File: src/include/tcr_pkg.sv
// Package: offsets, field positions and constants of the trace unit configuration registers
package tcr_pkg;
    localparam int ADDR_W = 12;
    localparam int DATA_W = 32;
    // Register byte offsets on the debug register interface
    localparam logic [11:0] OFF_AUX = 12'h018;
    localparam logic [11:0] OFF_CCNT = 12'h038;
    localparam logic [11:0] OFF_BBC = 12'h03C;
    localparam logic [11:0] OFF_RLDV0 = 12'h140;
    localparam logic [11:0] OFF_CNTCTL0 = 12'h150;
    localparam logic [11:0] OFF_CNTV0 = 12'h160;
    localparam logic [11:0] OFF_CIDV_LO = 12'h600;
    localparam logic [11:0] OFF_CIDV_HI = 12'h604;
    localparam logic [11:0] OFF_CIDMASK = 12'h680;
    localparam logic [11:0] OFF_CLAIMSET = 12'hFA0;
    localparam logic [11:0] OFF_CLAIMCLR = 12'hFA4;
    localparam logic [11:0] OFF_CID0 = 12'hFF0;
    localparam logic [11:0] OFF_CID1 = 12'hFF4;
    localparam logic [11:0] OFF_CID2 = 12'hFF8;
    localparam logic [11:0] OFF_CID3 = 12'hFFC;
    // Auxiliary control fields
    localparam int AUX_FLUSH_RDY_BIT = 0;
    localparam int AUX_IDLE_ACK_BIT = 1;
    localparam int AUX_W = 2;
    // Branch broadcast fields, cycle count, context mask and claim widths
    localparam int BB_MODE_BIT = 8;
    localparam int BB_RANGE_W = 8;
    localparam int CCNT_W = 12;
    localparam int CID_MASK_W = 4;
    localparam int CLAIM_W = 4;
    localparam logic [3:0] CLAIM_IMPL = 4'hF;
    // Counter control 0 fields
    localparam int CC_RLD_SELF_BIT = 16;
    localparam int CC_RLD_KIND_BIT = 15;
    localparam int CC_RLD_PICK_LSB = 8;
    localparam int CC_CNT_KIND_BIT = 7;
    localparam int CC_CNT_PICK_LSB = 0;
    localparam logic [31:0] CC_WR_MASK = 32'h0001_8F8F;
    localparam int CNT_W = 16;
    localparam int RES_N = 16;
    localparam int PAIR_N = 8;
    // Reset values
    localparam logic [31:0] RST_ZERO = 32'h0000_0000;
    localparam logic [11:0] RST_CCNT = 12'h000;
endpackage : tcr_pkg

File: src/verilog/tcr_counter0.sv
// Counter 0: resource selection, decrement and reload
module tcr_counter0
    import tcr_pkg::*;
#(
    parameter int CW = tcr_pkg::CNT_W
) (
    input wire logic clock_i,
    input wire logic nrst_i,
    input wire logic [tcr_pkg::RES_N-1:0] res_i,
    input wire logic [tcr_pkg::PAIR_N-1:0] pair_i,
    input wire logic reload_on_zero_i,
    input wire logic reload_source_kind_i,
    input wire logic [3:0] reload_source_pick_i,
    input wire logic count_source_kind_i,
    input wire logic [3:0] count_source_pick_i,
    input wire logic [CW-1:0] reload_value_i,
    output logic [CW-1:0] count_o,
    output logic reload_o
);
    import tcr_pkg::*;

    // Kind 0 picks one of 16 singles, kind 1 one of 8 pairs
    function automatic logic pick_res(input logic kind, input logic [3:0] sel,
                                      input logic [RES_N-1:0] r, input logic [PAIR_N-1:0] p);
        pick_res = kind ? p[sel[2:0]] : r[sel];
    endfunction

    logic [CW-1:0] cnt_ff;
    logic [CW-1:0] nxt_cnt;
    wire logic cnt_act = pick_res(count_source_kind_i, count_source_pick_i, res_i, pair_i);
    wire logic rld_act = pick_res(reload_source_kind_i, reload_source_pick_i, res_i, pair_i);
    wire logic zero_hit = reload_on_zero_i && (cnt_ff == '0) && cnt_act;
    wire logic do_reload = rld_act || zero_hit;

    // Reload takes priority over the decrement; the counter saturates at zero
    assign nxt_cnt = do_reload ? reload_value_i :
                     (cnt_act && cnt_ff != '0) ? cnt_ff - CW'(1) : cnt_ff;

    always_ff @(posedge clock_i or negedge nrst_i) begin
        if (!nrst_i) begin
            cnt_ff <= '0;
        end else begin
            cnt_ff <= nxt_cnt;
        end
    end

    assign count_o = cnt_ff;
    assign reload_o = do_reload;
endmodule // tcr_counter0

File: src/verilog/tcr_regs.sv
// Trace unit configuration register bank with debug and memory-mapped ports
module tcr_regs
    import tcr_pkg::*;
#(
    parameter logic [7:0] PREAMBLE_ZERO = 8'h11,  // Arbitrary identification value
    parameter logic [3:0] PREAMBLE_ONE = 4'h2,    // Arbitrary identification value
    parameter logic [3:0] COMPONENT_CLASS = 4'h3, // Arbitrary identification value
    parameter logic [7:0] PREAMBLE_TWO = 8'h44,   // Arbitrary identification value
    parameter logic [7:0] PREAMBLE_THREE = 8'h55  // Arbitrary identification value
) (
    input wire logic clock_i,
    input wire logic nrst_i,
    // External debug register interface
    input wire logic dbg_sel_i,
    input wire logic dbg_wr_i,
    input wire logic [tcr_pkg::ADDR_W-1:0] dbg_addr_i,
    input wire logic [tcr_pkg::DATA_W-1:0] dbg_wdata_i,
    output logic [tcr_pkg::DATA_W-1:0] dbg_rdata_o,
    // Internal memory-mapped port, reaches auxiliary control only
    input wire logic mm_sel_i,
    input wire logic mm_wr_i,
    input wire logic [tcr_pkg::ADDR_W-1:0] mm_addr_i,
    input wire logic [tcr_pkg::DATA_W-1:0] mm_wdata_i,
    output logic [tcr_pkg::DATA_W-1:0] mm_rdata_o,
    // Trace unit status
    input wire logic unit_idle_i,
    input wire logic flush_drained_i,
    input wire logic in_range_i,
    input wire logic [tcr_pkg::RES_N-1:0] res_i,
    input wire logic [tcr_pkg::PAIR_N-1:0] pair_i,
    // Outputs to the trace unit
    output logic idle_ack_o,
    output logic flush_ready_out_o,
    output logic [tcr_pkg::BB_RANGE_W-1:0] bb_range_o,
    output logic bb_include_o,
    output logic bb_active_o,
    output logic [tcr_pkg::CCNT_W-1:0] cc_threshold_o,
    output logic [31:0] ctx_value_o,
    output logic [tcr_pkg::CID_MASK_W-1:0] ctx_byte_mask_o,
    output logic [tcr_pkg::CLAIM_W-1:0] claim_o,
    output logic [tcr_pkg::CNT_W-1:0] count0_o,
    output logic reload0_o
);
    import tcr_pkg::*;

    // ------------------------------------------------------------------
    // Address decode
    // ------------------------------------------------------------------
    function automatic logic hit(input logic [ADDR_W-1:0] a, input logic [11:0] off);
        hit = (a == off);
    endfunction

    wire logic dbg_we = dbg_sel_i && dbg_wr_i;
    wire logic mm_we = mm_sel_i && mm_wr_i;
    wire logic we_aux_dbg = dbg_we && hit(dbg_addr_i, OFF_AUX);
    wire logic we_aux_mm = mm_we && hit(mm_addr_i, OFF_AUX);
    wire logic we_ccnt = dbg_we && hit(dbg_addr_i, OFF_CCNT);
    wire logic we_bbc = dbg_we && hit(dbg_addr_i, OFF_BBC);
    wire logic we_rldv = dbg_we && hit(dbg_addr_i, OFF_RLDV0);
    wire logic we_cntctl = dbg_we && hit(dbg_addr_i, OFF_CNTCTL0);
    wire logic we_cidv = dbg_we && hit(dbg_addr_i, OFF_CIDV_LO);
    wire logic we_cidm = dbg_we && hit(dbg_addr_i, OFF_CIDMASK);
    wire logic we_cset = dbg_we && hit(dbg_addr_i, OFF_CLAIMSET);
    wire logic we_cclr = dbg_we && hit(dbg_addr_i, OFF_CLAIMCLR);

    // ------------------------------------------------------------------
    // Storage
    // ------------------------------------------------------------------
    logic [AUX_W-1:0] aux_ff;
    logic [AUX_W-1:0] nxt_aux;
    logic [CCNT_W-1:0] ccnt_ff;
    logic [BB_MODE_BIT:0] bbc_ff;
    logic [CNT_W-1:0] rldv_ff;
    logic [31:0] cntctl_ff;
    logic [31:0] cidv_ff;
    logic [CID_MASK_W-1:0] cidm_ff;
    logic [CLAIM_W-1:0] claim_ff;
    logic [CLAIM_W-1:0] nxt_claim;
    logic [DATA_W-1:0] dbg_rdata_ff;
    logic [DATA_W-1:0] mm_rdata_ff;
    logic [DATA_W-1:0] dbg_rd_mux;

    // Debug write wins if both ports write the same cycle
    assign nxt_aux = we_aux_dbg ? dbg_wdata_i[AUX_W-1:0] :
                     we_aux_mm ? mm_wdata_i[AUX_W-1:0] : aux_ff;

    assign nxt_claim = we_cset ? (claim_ff | (dbg_wdata_i[CLAIM_W-1:0] & CLAIM_IMPL)) :
                       we_cclr ? (claim_ff & ~dbg_wdata_i[CLAIM_W-1:0]) : claim_ff;

    always_ff @(posedge clock_i or negedge nrst_i) begin
        if (!nrst_i) begin
            aux_ff <= '0;
            claim_ff <= '0;
        end else begin
            aux_ff <= nxt_aux;
            claim_ff <= nxt_claim;
        end
    end

    // Only implemented bits are stored, so reserved bits drop writes
    always_ff @(posedge clock_i or negedge nrst_i) begin
        if (!nrst_i) begin
            ccnt_ff <= RST_CCNT;
            bbc_ff <= '0;
            rldv_ff <= '0;
            cntctl_ff <= RST_ZERO;
            cidv_ff <= RST_ZERO;
            cidm_ff <= '0;
        end else begin
            if (we_ccnt) ccnt_ff <= dbg_wdata_i[CCNT_W-1:0];
            if (we_bbc) bbc_ff <= dbg_wdata_i[BB_MODE_BIT:0];
            if (we_rldv) rldv_ff <= dbg_wdata_i[CNT_W-1:0];
            if (we_cntctl) cntctl_ff <= dbg_wdata_i & CC_WR_MASK;
            if (we_cidv) cidv_ff <= dbg_wdata_i;
            if (we_cidm) cidm_ff <= dbg_wdata_i[CID_MASK_W-1:0];
        end
    end

    // ------------------------------------------------------------------
    // Counter 0
    // ------------------------------------------------------------------
    tcr_counter0 #(
        .CW(CNT_W)
    ) u_counter0 (
        .clock_i(clock_i),
        .nrst_i(nrst_i),
        .res_i(res_i),
        .pair_i(pair_i),
        .reload_on_zero_i(cntctl_ff[CC_RLD_SELF_BIT]),
        .reload_source_kind_i(cntctl_ff[CC_RLD_KIND_BIT]),
        .reload_source_pick_i(cntctl_ff[CC_RLD_PICK_LSB+:4]),
        .count_source_kind_i(cntctl_ff[CC_CNT_KIND_BIT]),
        .count_source_pick_i(cntctl_ff[CC_CNT_PICK_LSB+:4]),
        .reload_value_i(rldv_ff),
        .count_o(count0_o),
        .reload_o(reload0_o)
    );

    // ------------------------------------------------------------------
    // Read data
    // ------------------------------------------------------------------
    always_comb begin
        dbg_rd_mux = '0;
        unique case (dbg_addr_i)
            OFF_AUX: dbg_rd_mux = {{(DATA_W-AUX_W){1'b0}}, aux_ff};
            OFF_CCNT: dbg_rd_mux = {{(DATA_W-CCNT_W){1'b0}}, ccnt_ff};
            OFF_BBC: dbg_rd_mux = {{(DATA_W-BB_MODE_BIT-1){1'b0}}, bbc_ff};
            OFF_RLDV0: dbg_rd_mux = {{(DATA_W-CNT_W){1'b0}}, rldv_ff};
            OFF_CNTCTL0: dbg_rd_mux = cntctl_ff;
            OFF_CNTV0: dbg_rd_mux = {{(DATA_W-CNT_W){1'b0}}, count0_o};
            OFF_CIDV_LO: dbg_rd_mux = cidv_ff;
            OFF_CIDV_HI: dbg_rd_mux = RST_ZERO;
            OFF_CIDMASK: dbg_rd_mux = {{(DATA_W-CID_MASK_W){1'b0}}, cidm_ff};
            OFF_CLAIMSET: dbg_rd_mux = {{(DATA_W-CLAIM_W){1'b0}}, CLAIM_IMPL};
            OFF_CLAIMCLR: dbg_rd_mux = {{(DATA_W-CLAIM_W){1'b0}}, claim_ff};
            OFF_CID0: dbg_rd_mux = {24'h000000, PREAMBLE_ZERO};
            OFF_CID1: dbg_rd_mux = {24'h000000, COMPONENT_CLASS, PREAMBLE_ONE};
            OFF_CID2: dbg_rd_mux = {24'h000000, PREAMBLE_TWO};
            OFF_CID3: dbg_rd_mux = {24'h000000, PREAMBLE_THREE};
            default: dbg_rd_mux = '0;
        endcase
    end

    // Read data registered one cycle after the select
    always_ff @(posedge clock_i or negedge nrst_i) begin
        if (!nrst_i) begin
            dbg_rdata_ff <= '0;
            mm_rdata_ff <= '0;
        end else begin
            dbg_rdata_ff <= (dbg_sel_i && !dbg_wr_i) ? dbg_rd_mux : '0;
            mm_rdata_ff <= (mm_sel_i && !mm_wr_i && hit(mm_addr_i, OFF_AUX)) ?
                           {{(DATA_W-AUX_W){1'b0}}, aux_ff} : '0;
        end
    end

    // ------------------------------------------------------------------
    // Outputs
    // ------------------------------------------------------------------
    wire logic any_range = |bbc_ff[BB_RANGE_W-1:0];

    assign dbg_rdata_o = dbg_rdata_ff;
    assign mm_rdata_o = mm_rdata_ff;
    assign idle_ack_o = aux_ff[AUX_IDLE_ACK_BIT] || unit_idle_i;
    assign flush_ready_out_o = aux_ff[AUX_FLUSH_RDY_BIT] || unit_idle_i || flush_drained_i;
    assign bb_range_o = bbc_ff[BB_RANGE_W-1:0];
    assign bb_include_o = bbc_ff[BB_MODE_BIT];
    // Include mode with no range is unpredictable; here it simply never broadcasts
    assign bb_active_o = bbc_ff[BB_MODE_BIT] ? (any_range && in_range_i) :
                         (!any_range || !in_range_i);
    assign cc_threshold_o = ccnt_ff;
    assign ctx_value_o = cidv_ff;
    assign ctx_byte_mask_o = cidm_ff;
    assign claim_o = claim_ff;
endmodule // tcr_regs

File: config.mk
export PLATFORM = sky130hd
export DESIGN_NAME = tcr_regs
export DESIGN_NICKNAME = d
export VERILOG_FILES = /design/src/include/tcr_pkg.sv /design/src/verilog/tcr_counter0.sv /design/src/verilog/tcr_regs.sv
export SDC_FILE = /design/constraint.sdc
export NUM_CORES = 1
export LEC_CHECK = 0
export ABC_AREA = 1
export BUFFER_PORTS_ARGS = -buffer_cell sky130_fd_sc_hd__buf_2
export CORE_UTILIZATION = 40
export DETAILED_ROUTE_END_ITERATION = 10
export GPL_TIMING_DRIVEN = 0
export PLACE_DENSITY = 0.67
export SYNTH_ARGS = -nofsm -noshare
export SYNTH_HDL_FRONTEND = slang
export SYNTH_SLANG_ARGS = --single-unit
File: constraint.sdc
create_clock -name clock_i -period 2 [get_ports clock_i]
set_input_delay 0.3 -clock clock_i [delete_from_list [all_inputs] [get_ports clock_i]]
set_output_delay 0.3 -clock clock_i [all_outputs]
set_load 0.01 [all_outputs]
* Word level (Yosys, flattened, before mapping)
Index checks and enable logic that the tools add are counted.
** Storage, ports and cells
- Word-level logic and storage cells :: 88
- Flip-flop bits (word level) :: 140
- Bits of input ports :: 121
** Cells by class
- Bitwise operators :: 3
- Reduce and logical (&&, ||, !) cells :: 34
- Magnitude comparators :: 4
- Multiplexer cells :: 20
- Equality and inequality tests :: 15
- Add/subtract/negate cells :: 1
** Operators by type and width (count)
- $pmux W32 S14 :: 1
- $eq A12 B12 Y1 const B :: 6
- $eq A12 B9 Y1 const B :: 3
- $mux W16 :: 2
- $mux W32 :: 1
- $eq A12 B11 Y1 const B :: 2
- $eq A12 B5 Y1 const B :: 2
- $eq A12 B6 Y1 const B :: 2
- $logic_and A1 B1 Y1 :: 19
- $logic_not A16 Y1 :: 1
- $reduce_bool A16 Y1 :: 1
- $sub A16 B1 Y16 const B :: 1
- $lt A4 B5 Y1 const B :: 2
- $bmux W1 S4 :: 2
- $lt A3 B4 Y1 const B :: 2
- $mux W4 :: 2
- $reduce_or A8 Y1 :: 1
- $mux W1 :: 7
- $bmux W1 S3 :: 2
- $mux W2 :: 3
- $reduce_bool A2 Y1 :: 3
- $logic_or A1 B1 Y1 :: 5
- $and A4 B4 Y4 :: 1
- $logic_not A1 Y1 :: 4
- other kinds (2) :: 2

* Depth between registers and ports, before layout
Gate-level depths: netlist of run 1.
- Depth in word-level cells :: 6
- Gate-level depth with buffers :: 14
- Mapped depth without buffers :: 13

* Modules after synthesis
Synthesis of run 1 repeated with hierarchy kept, for this count alone.
** Second synthesis, totals
- Cell total of the unflattened synthesis :: 1007
- Area total of the unflattened synthesis :: 7903.8 um2
** Modules (own cells, without submodules)
- tcr_regs :: area an instance 5972.0 um2, cells each 708, times used 1
- tcr_counter0 :: area an instance 1931.9 um2, cells each 299, times used 1

* Least setup slack after synthesis of run 1
Ideal clock, no wire load.
- Kind :: register to output
- Start :: register u_counter0.cnt_ff[0] (netlist: u_counter0.count_o[0])
- End :: output reload0_o
- Arrival :: 1.600 ns
- Path slack :: 0.100 ns
- Path buffers :: 1
- Stages on the path, launching flop included :: 10
- Data required time :: 1.700 ns
- Path through :: dfrtp_1 -> inv_1 -> ha_1 -> nand2_1 -> nor3_1 -> nand3_2 -> nor2_2 -> nand3_4 -> nand2_4 -> buf_6
** Between the ends
- Word-level cells in the longest chain between the ends :: 4
** Ends and longest elaborated chain
- from (decl) :: line tcr_counter0.sv:28 : logic [CW-1:0] cnt_ff;
- from (signal assigned) :: line tcr_counter0.sv:43 : cnt_ff <= nxt_cnt;
- $logic_not A16 Y1 :: line tcr_counter0.sv:32 : wire logic zero_hit = reload_on_zero_i && (cnt_ff == '0) && cnt_act;
- $logic_and A1 B1 Y1 (2 in a row) :: line tcr_counter0.sv:32
- $logic_or A1 B1 Y1 :: line tcr_counter0.sv:33 : wire logic do_reload = rld_act || zero_hit;
- to (decl) :: line tcr_regs.sv:42 : output logic reload0_o
Every way passes these cells.

* Worst setup path in the final report of run 1
- Start :: register cntctl_ff[8]
- End :: output reload0_o
** Between the ends
- Word-level cells in the longest chain between the ends :: 4
** Ends and longest elaborated chain
- from (decl) :: line tcr_regs.sv:74 : logic [31:0] cntctl_ff;
- from (signal assigned) :: line tcr_regs.sv:113 : if (we_cntctl) cntctl_ff <= dbg_wdata_i & CC_WR_MASK;
- $bmux W1 S4 or $bmux W1 S3 (tied branches) :: line tcr_counter0.sv:25 : pick_res = kind ? p[sel[2:0]] : r[sel];
- $mux W1 (not written as such) :: line tcr_counter0.sv:25
- $mux W1 (*) :: line tcr_counter0.sv:25
- $logic_or A1 B1 Y1 (*) :: line tcr_counter0.sv:33
Mark *: on every way between the ends. The rest lies on a longest branch, timed or not. The select of a mux whose other input is x is not followed.

==> results of run 1 <==
==> worst max path at each step <==
stage / start / end / slack, ps / depth (start not counted)
detailed placement: u_counter0.count_o[0]$_DFFE_PN0P_ / reload0_o / -340 / 10
global route: u_counter0.count_o[4]$_DFFE_PN0P_ / reload0_o / -200 / 8
finish: cntctl_ff[8]$_DFFE_PN0P_ / reload0_o / -130 / 8
floorplan: u_counter0.count_o[0]$_DFFE_PN0P_ / reload0_o / 100 / 9
global placement: nrst_i / ctx_value_o[26]$_DFFE_PN0P_ / -1390 / 1
CTS: u_counter0.count_o[1]$_DFFE_PN0P_ / reload0_o / -140 / 9
==> metrics by stage <==
| stage | hold slack [ps] | total power, mW |
|---|---|---|
| after floorplan | 4.409 | 3.273 |
| after global routing | 93.07 | 7.170 |
| after global placement | 466.1 | 3.549 |
| after detailed placement | 407.7 | 3.563 |
| final | 92.94 | 6.952 |
| after CTS | 86.46 | 6.952 |
==> per-layer routing <==
metal  wire length, um  track usage, %  up-vias
met5                 0               0        -
met4               700           9.497        0
met1             10490           33.03     3599
met2             11790           41.56      327
li1                  -               -     3700
met3              2026           5.842       54
==> worst register-to-register path, stage by stage, from the launching register on <==
cell     delay (ps)
dfrtp_1         430
nor2_2          170
nand2_1         100
nor2_2          120
nand3_2         140
nor2_4          140
nand3_4         110
nand2_8          70
buf_4           210
inv_4            90
buf_6           150
nand3_1          60
nand2_1          50
==> synthesized netlist by cell type, drive strengths merged (15+ instances only) <==
cell type / number
nor2: 99
o21ai: 100
o22ai: 20
nand3: 82
buf: 54
nand2: 243
dfrtp: 140
nor3: 19
nand4: 26
inv: 130
mux2: 15
==> power by group through the flow <==
| stage | registers (mW) | logic [mW] | clock network, mW |
|---|---|---|---|
| after floorplan | 2.96 | 0.315 | 0 |
| after global placement | 2.95 | 0.595 | 0 |
| after detailed placement | 2.95 | 0.609 | 0 |
| after CTS | 2.90 | 0.662 | 3.39 |
| after global routing | 2.90 | 0.764 | 3.50 |
| final | 2.90 | 0.691 | 3.36 |
==> layout make-up <==
| type | instances | area, um2 |
|---|---|---|
| fillers | 1827 | 8686 |
| repair buffers | 227 | 1224 |
| clock inverters | 11 | 167.7 |
| clock buffers | 20 | 456.7 |
| well taps | 234 | 292.8 |
| plain buffers | 67 | 473.0 |
| flip-flops and latches | 140 | 3510 |
| multi-input cells | 682 | 3465 |
| inverters | 131 | 494.2 |
==> cells by family after synthesis <==
logic type	after synthesis	synth area share [%]
simple gates	473	27.65
mux	15	2.193
flops	140	45.49
buf+inv	199	12.22
xor+xnor	14	1.592
compound gates	148	10.48
fa+ha+maj	2	0.3249
other cells	1	0.04869
==> state kept, by name, summed over array words and instances (netlist names), 4 cells and up, named ones only <==
signal / cells
bbc_ff: 9
cc_threshold_o: 12
cntctl_ff: 11
ctx_byte_mask_o: 4
ctx_value_o: 32
dbg_rdata_o: 32
rldv_ff: 16
u_counter0.count_o: 16
==> repair_timing <==
action,4_1_cts,5_1_grt
pin swaps,9,16
setup buffers,13,6
hold buffers,1,0
hold endpoints to repair,81,0
resized for setup,26,38
cloned,0,2
setup endpoints to repair,18,26
==> results_dict.tcl, run 1 <==
set metrics [dict create \
    run_status "finished with violations" \
    violations "setup timing" \
    postSynthCellCount 992 \
    syn_area_um2 7701 \
    grt_antenna_before_repair 0 \
    hold_depth 3 \
    antenna_left 0 \
    post-place-ws_ps -339.1 \
    postSynthRegisterBits 140 \
    hold_violations 0 \
    pwr_density_cell_nw_per_um2 689.5 \
    crit_family "flip-flops" \
    tritoncts "done" \
    worstReg2RegStart "u_counter0.count_o[4]$_DFFE_PN0P_" \
    grt_pass1_wl_um 38390 \
    power.switching_mw 1.672 \
    p_seq_share_pct 41.7 \
    r2r_setup_slack_ps 40 \
    die_w_um 140.8 \
    clockBufferDepth 2 \
    firstDrtPassIters 5 \
    critPathSlowestCell "dfrtp_1" \
    combPwrFrac_pct 9.9 \
    finalCritPeriodShare_pct 106.6 \
    cts_sinks 140 \
    tns_ps -131.9 \
    worstMarginPinSlew_ps 797.0 \
    synth-edff-count 0 \
    path_class "flop to output port" \
    drt_iter0_markers 623 \
    hold_start "dbg_wdata_i[8]" \
    cp-end-kind "output port" \
    utilization_pct 53.72 \
    grt_pass1_vias 7174 \
    wirelength_um 25000 \
    rows 50 \
    fin_worst_skew_ps 9.067 \
    worst-path-buf-inv 2 \
    antenna_cells 0 \
    max_freq_mhz 469.1 \
    port_buffers 205 \
    timing.rr.end "u_counter0.count_o[11]$_DFFE_PN0P_" \
    cts-htree-levels 4 \
    final_cell_count_no_fill 1512 \
    vias_per_cell 5.079 \
    worstPathArrival_ps 1830 \
    cts_root_buffer "clkbuf_16" \
    coreArea_um2 18770 \
    cp_cell_sequence "buf_6 > o21ai_1 > o21ai_1 > o21ai_1 > nand2_1 > nand2_4 > nand2_8 > buf_6" \
    path_common_cell "o21ai_1" \
    drive_gt1_share_pct 30.44 \
    grt_start_max_net_pins 83 \
    place.gp.congestion 0.9695 \
    post-route-min-period_ps 2132 \
    layout_common_cells "236 x nand2_1, 211 x buf_2, 135 x dfrtp_1" \
    synth_area_leaders "dfrtp_1 45%, nand2_1 12%, o21ai_0 6.4%, inv_1 6.1%, nand3_1 5.0%" \
    placed_area_um2 9163 \
    cp_max_fo 10 \
    dp.cells 1461 \
    fin_nets 1389 \
    drv_slew 0 \
    syn_area_per_cell_um2 7.763 \
    pin_count 266 \
    clkLatencyLatePin_ps 430 \
    overflow 0 \
    drv_cap 0 \
    start_kind "flop" \
    routed-via-count 7680 \
    p_leak_nw 5.293 \
    wl_per_cell_um 16.54 \
    ys_warn_count 0 \
    slew_headroom_pct 46.86 \
    start_util_pct 41.03 \
    netSwitchingFraction_pct 24.06 \
    max_stage_delay_ps 420 \
    ys_async_sr_fraction_pct 100.0 \
    grt_usage_pct 25.48 \
    cts.clk_slew.worst_paths_ps 60 \
    yosys.area.top_type_share_pct 45.49 \
    p_int_mw 5.279 \
    rr_worst_depth 12 \
    dieHeight_um 140.8 \
    setup_ws_ps -131.9 \
    synth_cell_types 39 \
    final_common_cell "nand2_1" \
    rsz0062_at_grt "yes" \
    hp-class "input pin to flop" \
    hold_path_end "cc_threshold_o[8]$_DFFE_PN0P_" \
    dp_hpwl_um 18680 \
    fp.dieArea_um2 19810 \
    cts_buffers 17 \
    clock_power_share_pct 48.4 \
    dominantRegCellSynth "dfrtp_1" \
    drc_errors 0 \
    ir_drop_mv 0.6055 \
    yosys.area.top_type "dfrtp_1" \
    crit_required_ps 1700 \
    final_area_um2 10080 \
    syn_to_final_growth_pct 30.92 \
    finalSetupViolCount 1 \
    yosysSeqAreaShare_pct 45.49 \
]
(Power assumes the default switching activity.)
==> inputs of run 2 (changes only) <==
Settings changed: ABC_AREA 1 to unset, BUFFER_PORTS_ARGS -buffer_cell sky130_fd_sc_hd__buf_2 to -buffer_cell sky130_fd_sc_hd__clkbuf_2, PLACE_DENSITY 0.67 to 0.68.
==> run 2 against run 1 <==
Net effect:
- non-clock buffer count rose by 6
- via count fell by 17%
- fmax is 20% lower
- hold slack better by 13 ps
- final area increased by 2.4%
- largest cell class is now multi-input combinational cells
- die area decreased by 5.5%
- the run still ends with setup timing left
- sequential cell count did not move
==> results_dict.tcl, run 2 <==
set metrics [dict create \
    place.gp.congestion 0.9334 \
    wl_per_cell_um 19.45 \
    yosys.area.top_type "dfrtp_1" \
    top_usage_layer "met2" \
    overflow 0 \
    fin_worst_skew_ps 8.809 \
    yosys.area.top_type_share_pct 48.17 \
    grt_use_met1_pct 33.15 \
    worstPathArrival_ps 2380 \
    dominantRegCellSynth "dfrtp_1" \
    cts-htree-levels 4 \
    layout_common_cells "199 x clkbuf_2, 138 x dfrtp_1, 63 x buf_4" \
    rr_worst_depth 9 \
    drc_errors 0 \
    p_leak_nw 5.082 \
    antenna_left 0 \
    cts_buffers 17 \
    postSynthCellCount 647 \
    clockBufferDepth 2 \
    hold_path_end "ctx_value_o[30]$_DFFE_PN0P_" \
    port_buffers 199 \
    synth_area_leaders "dfrtp_1 48%, mux2_1 13%, buf_4 3.6%, mux2i_1 3.0%, mux4_2 2.5%" \
    wirelength_um 22640 \
    met2_usage_pct 38.92 \
    grt_antenna_before_repair 0 \
    ys_async_sr_fraction_pct 100.0 \
    finalPower_mw 6.825 \
    holdWs_ps 105.8 \
    ys_warn_count 0 \
    yosysSeqAreaShare_pct 48.17 \
    tritoncts "done" \
    syn_to_final_growth_pct 41.91 \
    violations "setup timing" \
    finalCritPeriodShare_pct 133.9 \
    grt_usage_pct 24.55 \
    cp-end-kind "output port" \
    hold_start "dbg_wdata_i[30]" \
    run_status "finished with violations" \
    die_w_um 136.8 \
    clkLatencyLatePin_ps 420 \
    vias_per_cell 5.481 \
    max_freq_mhz 373.4 \
    timing.rr.end "u_counter0.count_o[2]$_DFFE_PN0P_" \
    ir_drop_mv 0.5979 \
    hp-class "input pin to flop" \
    path_class "flop to output port" \
    drive_gt1_share_pct 47.92 \
    setup_ws_ps -678.2 \
    fin_nets 1051 \
    dieHeight_um 136.8 \
    antenna_cells 0 \
    drv_slew 0 \
    finalSetupViolCount 18 \
    postSynthRegisterBits 140 \
    synth-edff-count 0 \
    rsz0062_at_grt "yes" \
    grt_start_max_net_pins 98 \
    start_kind "flop" \
    cts.clk_slew.worst_paths_ps 60 \
    syn_area_um2 7273 \
    drt_iter0_markers 497 \
    coreArea_um2 17540 \
    crit_required_ps 1700 \
    r2r_setup_slack_ps -420 \
    hold_violations 0 \
    cp_max_fo 7 \
    firstDrtPassIters 6 \
    post-route-min-period_ps 2678 \
    drv_cap 0 \
    hold_depth 2 \
    grt_pass1_vias 6053 \
    worstReg2RegStart "cntctl_ff[1]$_DFFE_PN0P_" \
    grt_pass1_wl_um 33930 \
    rows 48 \
    synth_common_cells "140 x dfrtp_1, 87 x mux2_1, 46 x nor2_1, 41 x nand2_1, 35 x buf_4" \
    start_util_pct 41.47 \
    synth.most_common_cell "dfrtp_1" \
    synth_cell_types 62 \
    post-place-ws_ps -1188 \
    worstMarginPinSlew_ps 704.8 \
    cts_root_buffer "clkbuf_16" \
    fp.dieArea_um2 18730 \
    gr-usage-met3_pct 4.889 \
    tns_ps -5792 \
    dp_hpwl_um 16190 \
    pin_count 266 \
    syn_area_per_cell_um2 11.24 \
    placed_area_um2 9143 \
    cts_sinks 140 \
    pwr_density_cell_nw_per_um2 661.3 \
    final_area_um2 10320 \
    final_common_cell "clkbuf_2" \
    slew_headroom_pct 53.01 \
    routed-via-count 6380 \
]
==> run 2: cells by family (layout without fill, tap and decap cells) <==
kind of cell	Yosys count	after routing	share of synthesized area, %
AND/OR/NAND/NOR	200	200	15.22
adder cells (fa/ha/maj)	2	2	0.3440
multiplexers	123	123	19.90
buffers and inverters	77	340	6.434
other	1	30	0.05156
AO/OA/AOI/OAI	102	102	9.634
flip-flops	140	140	48.17
XOR/XNOR	2	2	0.2409
==> run 2: final cells by class <==
type	count	area, um2
buffer	65	596.8
clock buffer	24	491.7
clock inverter	6	111.4
fill	1463	7216
inverter	10	37.54
multi-input combinational	459	3895
sequential	140	3506
tap	225	281.5
timing repair buffer	235	1401
==> run 2: through the flow <==
| stage | utilization, % | instances |
|---|---|---|
| CTS | 57.78 | 1153 |
| detailed placement | 52.13 | 1101 |
| global route | 58.85 | 1164 |
| global placement | 51.93 | 1100 |
| floorplan | - | 676 |
| finish | 58.85 | 1164 |
==> run 2: worst max-delay path by stage <==
stage	start	end	slack (ps)	cells after the start
floorplan	dbg_addr_i[4]	ctx_value_o[0]$_DFFE_PN0P_	-250	9
global placement	nrst_i	u_counter0.count_o[8]$_DFFE_PN0P_	-1930	1
detailed placement	dbg_addr_i[2]	dbg_rdata_o[11]$_DFF_PN0_	-1190	7
CTS	cntctl_ff[8]$_DFFE_PN0P_	reload0_o	-760	8
global route	u_counter0.count_o[4]$_DFFE_PN0P_	reload0_o	-830	8
finish	cntctl_ff[1]$_DFFE_PN0P_	reload0_o	-680	8
==> run 2: worst max-delay path: stages, from the launching register on <==
cell,delay (ps)
dfrtp_1,330
buf_6,120
mux4_2,500
or2_1,260
nor4b_4,140
nor4_2,290
buf_4,180
inv_2,30
buf_6,110
==> run 2: per-layer routing <==
layer | part of all wire (%) | up-vias
li1 | - | 2910
met1 | 43 | 3138
met2 | 48 | 289
met3 | 6.5 | 43
met4 | 2.6 | 0
met5 | 0 | -
==> run 2: timing repair <==
| item | in CTS | in global routing |
|---|---|---|
| pin swaps | 13 | 12 |
| hold buffers | 1 | 0 |
| hold endpoints to repair | 43 | 0 |
| endpoints found under the setup margin | 113 | 85 |
| gates cloned | 3 | 1 |
| gates resized for setup | 41 | 27 |
| buffers inserted | 20 | 11 |
==> run 2: power by group <==
group / switching (mW) / internal (mW) / total [mW] / leakage (nW)
Combinational: 0.370 / 0.290 / 0.660 / 2.87
Sequential: 0.0600 / 2.86 / 2.92 / 1.92
Clock: 1.16 / 2.08 / 3.24 / 0.292
==> inputs of run 3 (changes only) <==
Settings changed: GPL_TIMING_DRIVEN 0 to unset, PLACE_DENSITY 0.68 to 0.7.
Clock period 2 ns to 2.2 ns, I/O delays scaled along.
==> run 3 against run 2 <==
Net effect:
- the flow still finishes with violations (setup timing)
- clock skew grew 1.1 ps
- non-clock buffer count is the same
- power shrank 5.4%
- setup slack gained 310 ps
- via count grew 0.13%
- clock-buffer cell count shrank 2
- global-route usage grew 0.30 points
- clock power shrank 2%
- critical endpoint unchanged
- largest power group unchanged
==> results_dict.tcl, run 3 (synthesis results as in run 2) <==
set metrics [dict create \
    ir_drop_mv 0.6177 \
    rows 48 \
    hold_path_end "ctx_value_o[29]$_DFFE_PN0P_" \
    utilization_pct 58.53 \
    hold_depth 2 \
    wl_met1_um 9344 \
    coreArea_um2 17540 \
    antenna_left 0 \
    antenna_cells 0 \
    grt_antenna_before_repair 0 \
    route.met2.wl_um 10920 \
    hold_violations 0 \
    cts-htree-levels 4 \
    wl_met3_um 1635 \
    fp.dieArea_um2 18730 \
    rsz0062_at_grt "yes" \
    finalSetupViolCount 16 \
    hp-class "input pin to flop" \
    cp-end-kind "output port" \
    fin_worst_skew_ps 9.911 \
    rr_worst_depth 9 \
    slew_headroom_pct 64.73 \
    layout_common_cells "203 x clkbuf_2, 139 x dfrtp_1, 79 x buf_4" \
    syn_to_final_growth_pct 41.13 \
    dp.cells 1122 \
    setup_ws_ps -370.2 \
    r2r_setup_slack_ps -240 \
    grt_pass1_wl_um 34640 \
    clockBufferDepth 2 \
    cts_root_buffer "clkbuf_16" \
    final_cell_count_no_fill 1166 \
    cts_sinks 140 \
    drv_cap 0 \
    path_class "flop to output port" \
    p_leak_nw 5.099 \
    firstDrtPassIters 5 \
    die_w_um 136.8 \
    max_freq_mhz 389.1 \
    worstMarginPinSlew_ps 528.2 \
    cp_max_fo 7 \
    port_buffers 205 \
    dieHeight_um 136.8 \
    top_layer "met4" \
    worstReg2RegStart "cntctl_ff[8]$_DFFE_PN0P_" \
    run_status "finished with violations" \
    grt_usage_pct 24.85 \
    crit_required_ps 1870 \
    drive_gt1_share_pct 46.01 \
    finalCritPeriodShare_pct 116.8 \
    pin_count 266 \
    vias_per_cell 5.479 \
    hold_start "dbg_wdata_i[29]" \
    post-route-min-period_ps 2570 \
    place.gp.congestion 0.8870 \
    overflow 0 \
    clkLatencyLatePin_ps 420 \
    routed-via-count 6388 \
    tritoncts "done" \
    wirelength_um 22440 \
    start_util_pct 41.47 \
    timing.rr.end "u_counter0.count_o[15]$_DFFE_PN0P_" \
    final_common_cell "clkbuf_2" \
    start_kind "flop" \
    grt_start_max_net_pins 55 \
    drc_errors 0 \
    fin_nets 1051 \
    grt_pass1_vias 6344 \
    post-place-ws_ps -248.5 \
    worstPathArrival_ps 2240 \
    pwr_density_cell_nw_per_um2 628.8 \
    wl_per_cell_um 19.25 \
    cts.clk_slew.worst_paths_ps 60 \
    violations "setup timing" \
    dp_hpwl_um 16650 \
    drv_slew 0 \
    cts_buffers 17 \
    drt_iter0_markers 468 \
]
-- run 3: cell count changes in the layout (fill, tap and decap cells not counted), moves of 7 or more --
cell	before	now
nor2_2	14	1
buf_4	63	79
nor2_4	4	16
mux2_4	55	37
mux2_1	32	50
buf_12	4	11
buf_8	7	0
-- run 3: worst max-delay path, stage by stage (launching register included) --
cell      delay [ps]
dfrtp_2          470
mux4_2           530
mux2i_2          220
a311oi_2         160
nor4_2           270
inv_2             40
clkbuf_2         130
-- run 3: metal layers --
layer | track usage (%) | up-vias
met4 | 9.219 | 0
li1 | - | 2923
met1 | 31.54 | 3162
met2 | 40.36 | 267
met5 | 0 | -
met3 | 6.889 | 36
-- run 3: report_power, final --
part / total (mW) / internal, mW / switching [mW]
Combinational: 0.635 / 0.266 / 0.369
Clock: 3.19 / 2.10 / 1.09
Sequential: 2.62 / 2.60 / 0.0230
-- run 3: worst max-delay path by stage --
| stage | endpoint | from |
|---|---|---|
| 4_1_cts | reload0_o | cntctl_ff[8]$_DFFE_PN0P_ |
| 5_1_grt | reload0_o | u_counter0.count_o[11]$_DFFE_PN0P_ |
| 2_1_floorplan | ctx_value_o[0]$_DFFE_PN0P_ | dbg_addr_i[4] |
| 3_5_place_dp | u_counter0.count_o[6]$_DFFE_PN0P_ | cntctl_ff[8]$_DFFE_PN0P_ |
| 3_3_place_gp | reload0_o | cntctl_ff[8]$_DFFE_PN0P_ |
| 6_report | reload0_o | cntctl_ff[8]$_DFFE_PN0P_ |
-- run 3: cell type report --
type / instances / area (um2)
multi-input cells: 459 / 3831
inverters: 10 / 37.54
well taps: 225 / 281.5
clock inverters: 10 / 186.4
clock buffers: 22 / 474.2
repair buffers: 300 / 1949
fillers: 1462 / 7272
flip-flops and latches: 140 / 3505
-- run 3: per-stage QoR --
step	power (mW)	cell area, um2	setup TNS (ps)	hold slack [ps]
floorplan	2.941	7650	-2832	34.41
global placement	3.231	9231	-1972	289.2
detailed placement	3.240	9231	-3657	291.7
CTS	6.490	10130	-4653	104.4
global route	6.663	10260	-4935	123.2
finish	6.454	10260	-3114	123.0
-- run 3: timing repair --
item	4_1_cts	5_1_grt
pin swaps	4	6
gates resized for setup	28	25
gates cloned	3	0
setup endpoints to repair	18	18
hold endpoints to repair	43	0
buffers inserted	5	5
hold buffers	1	0
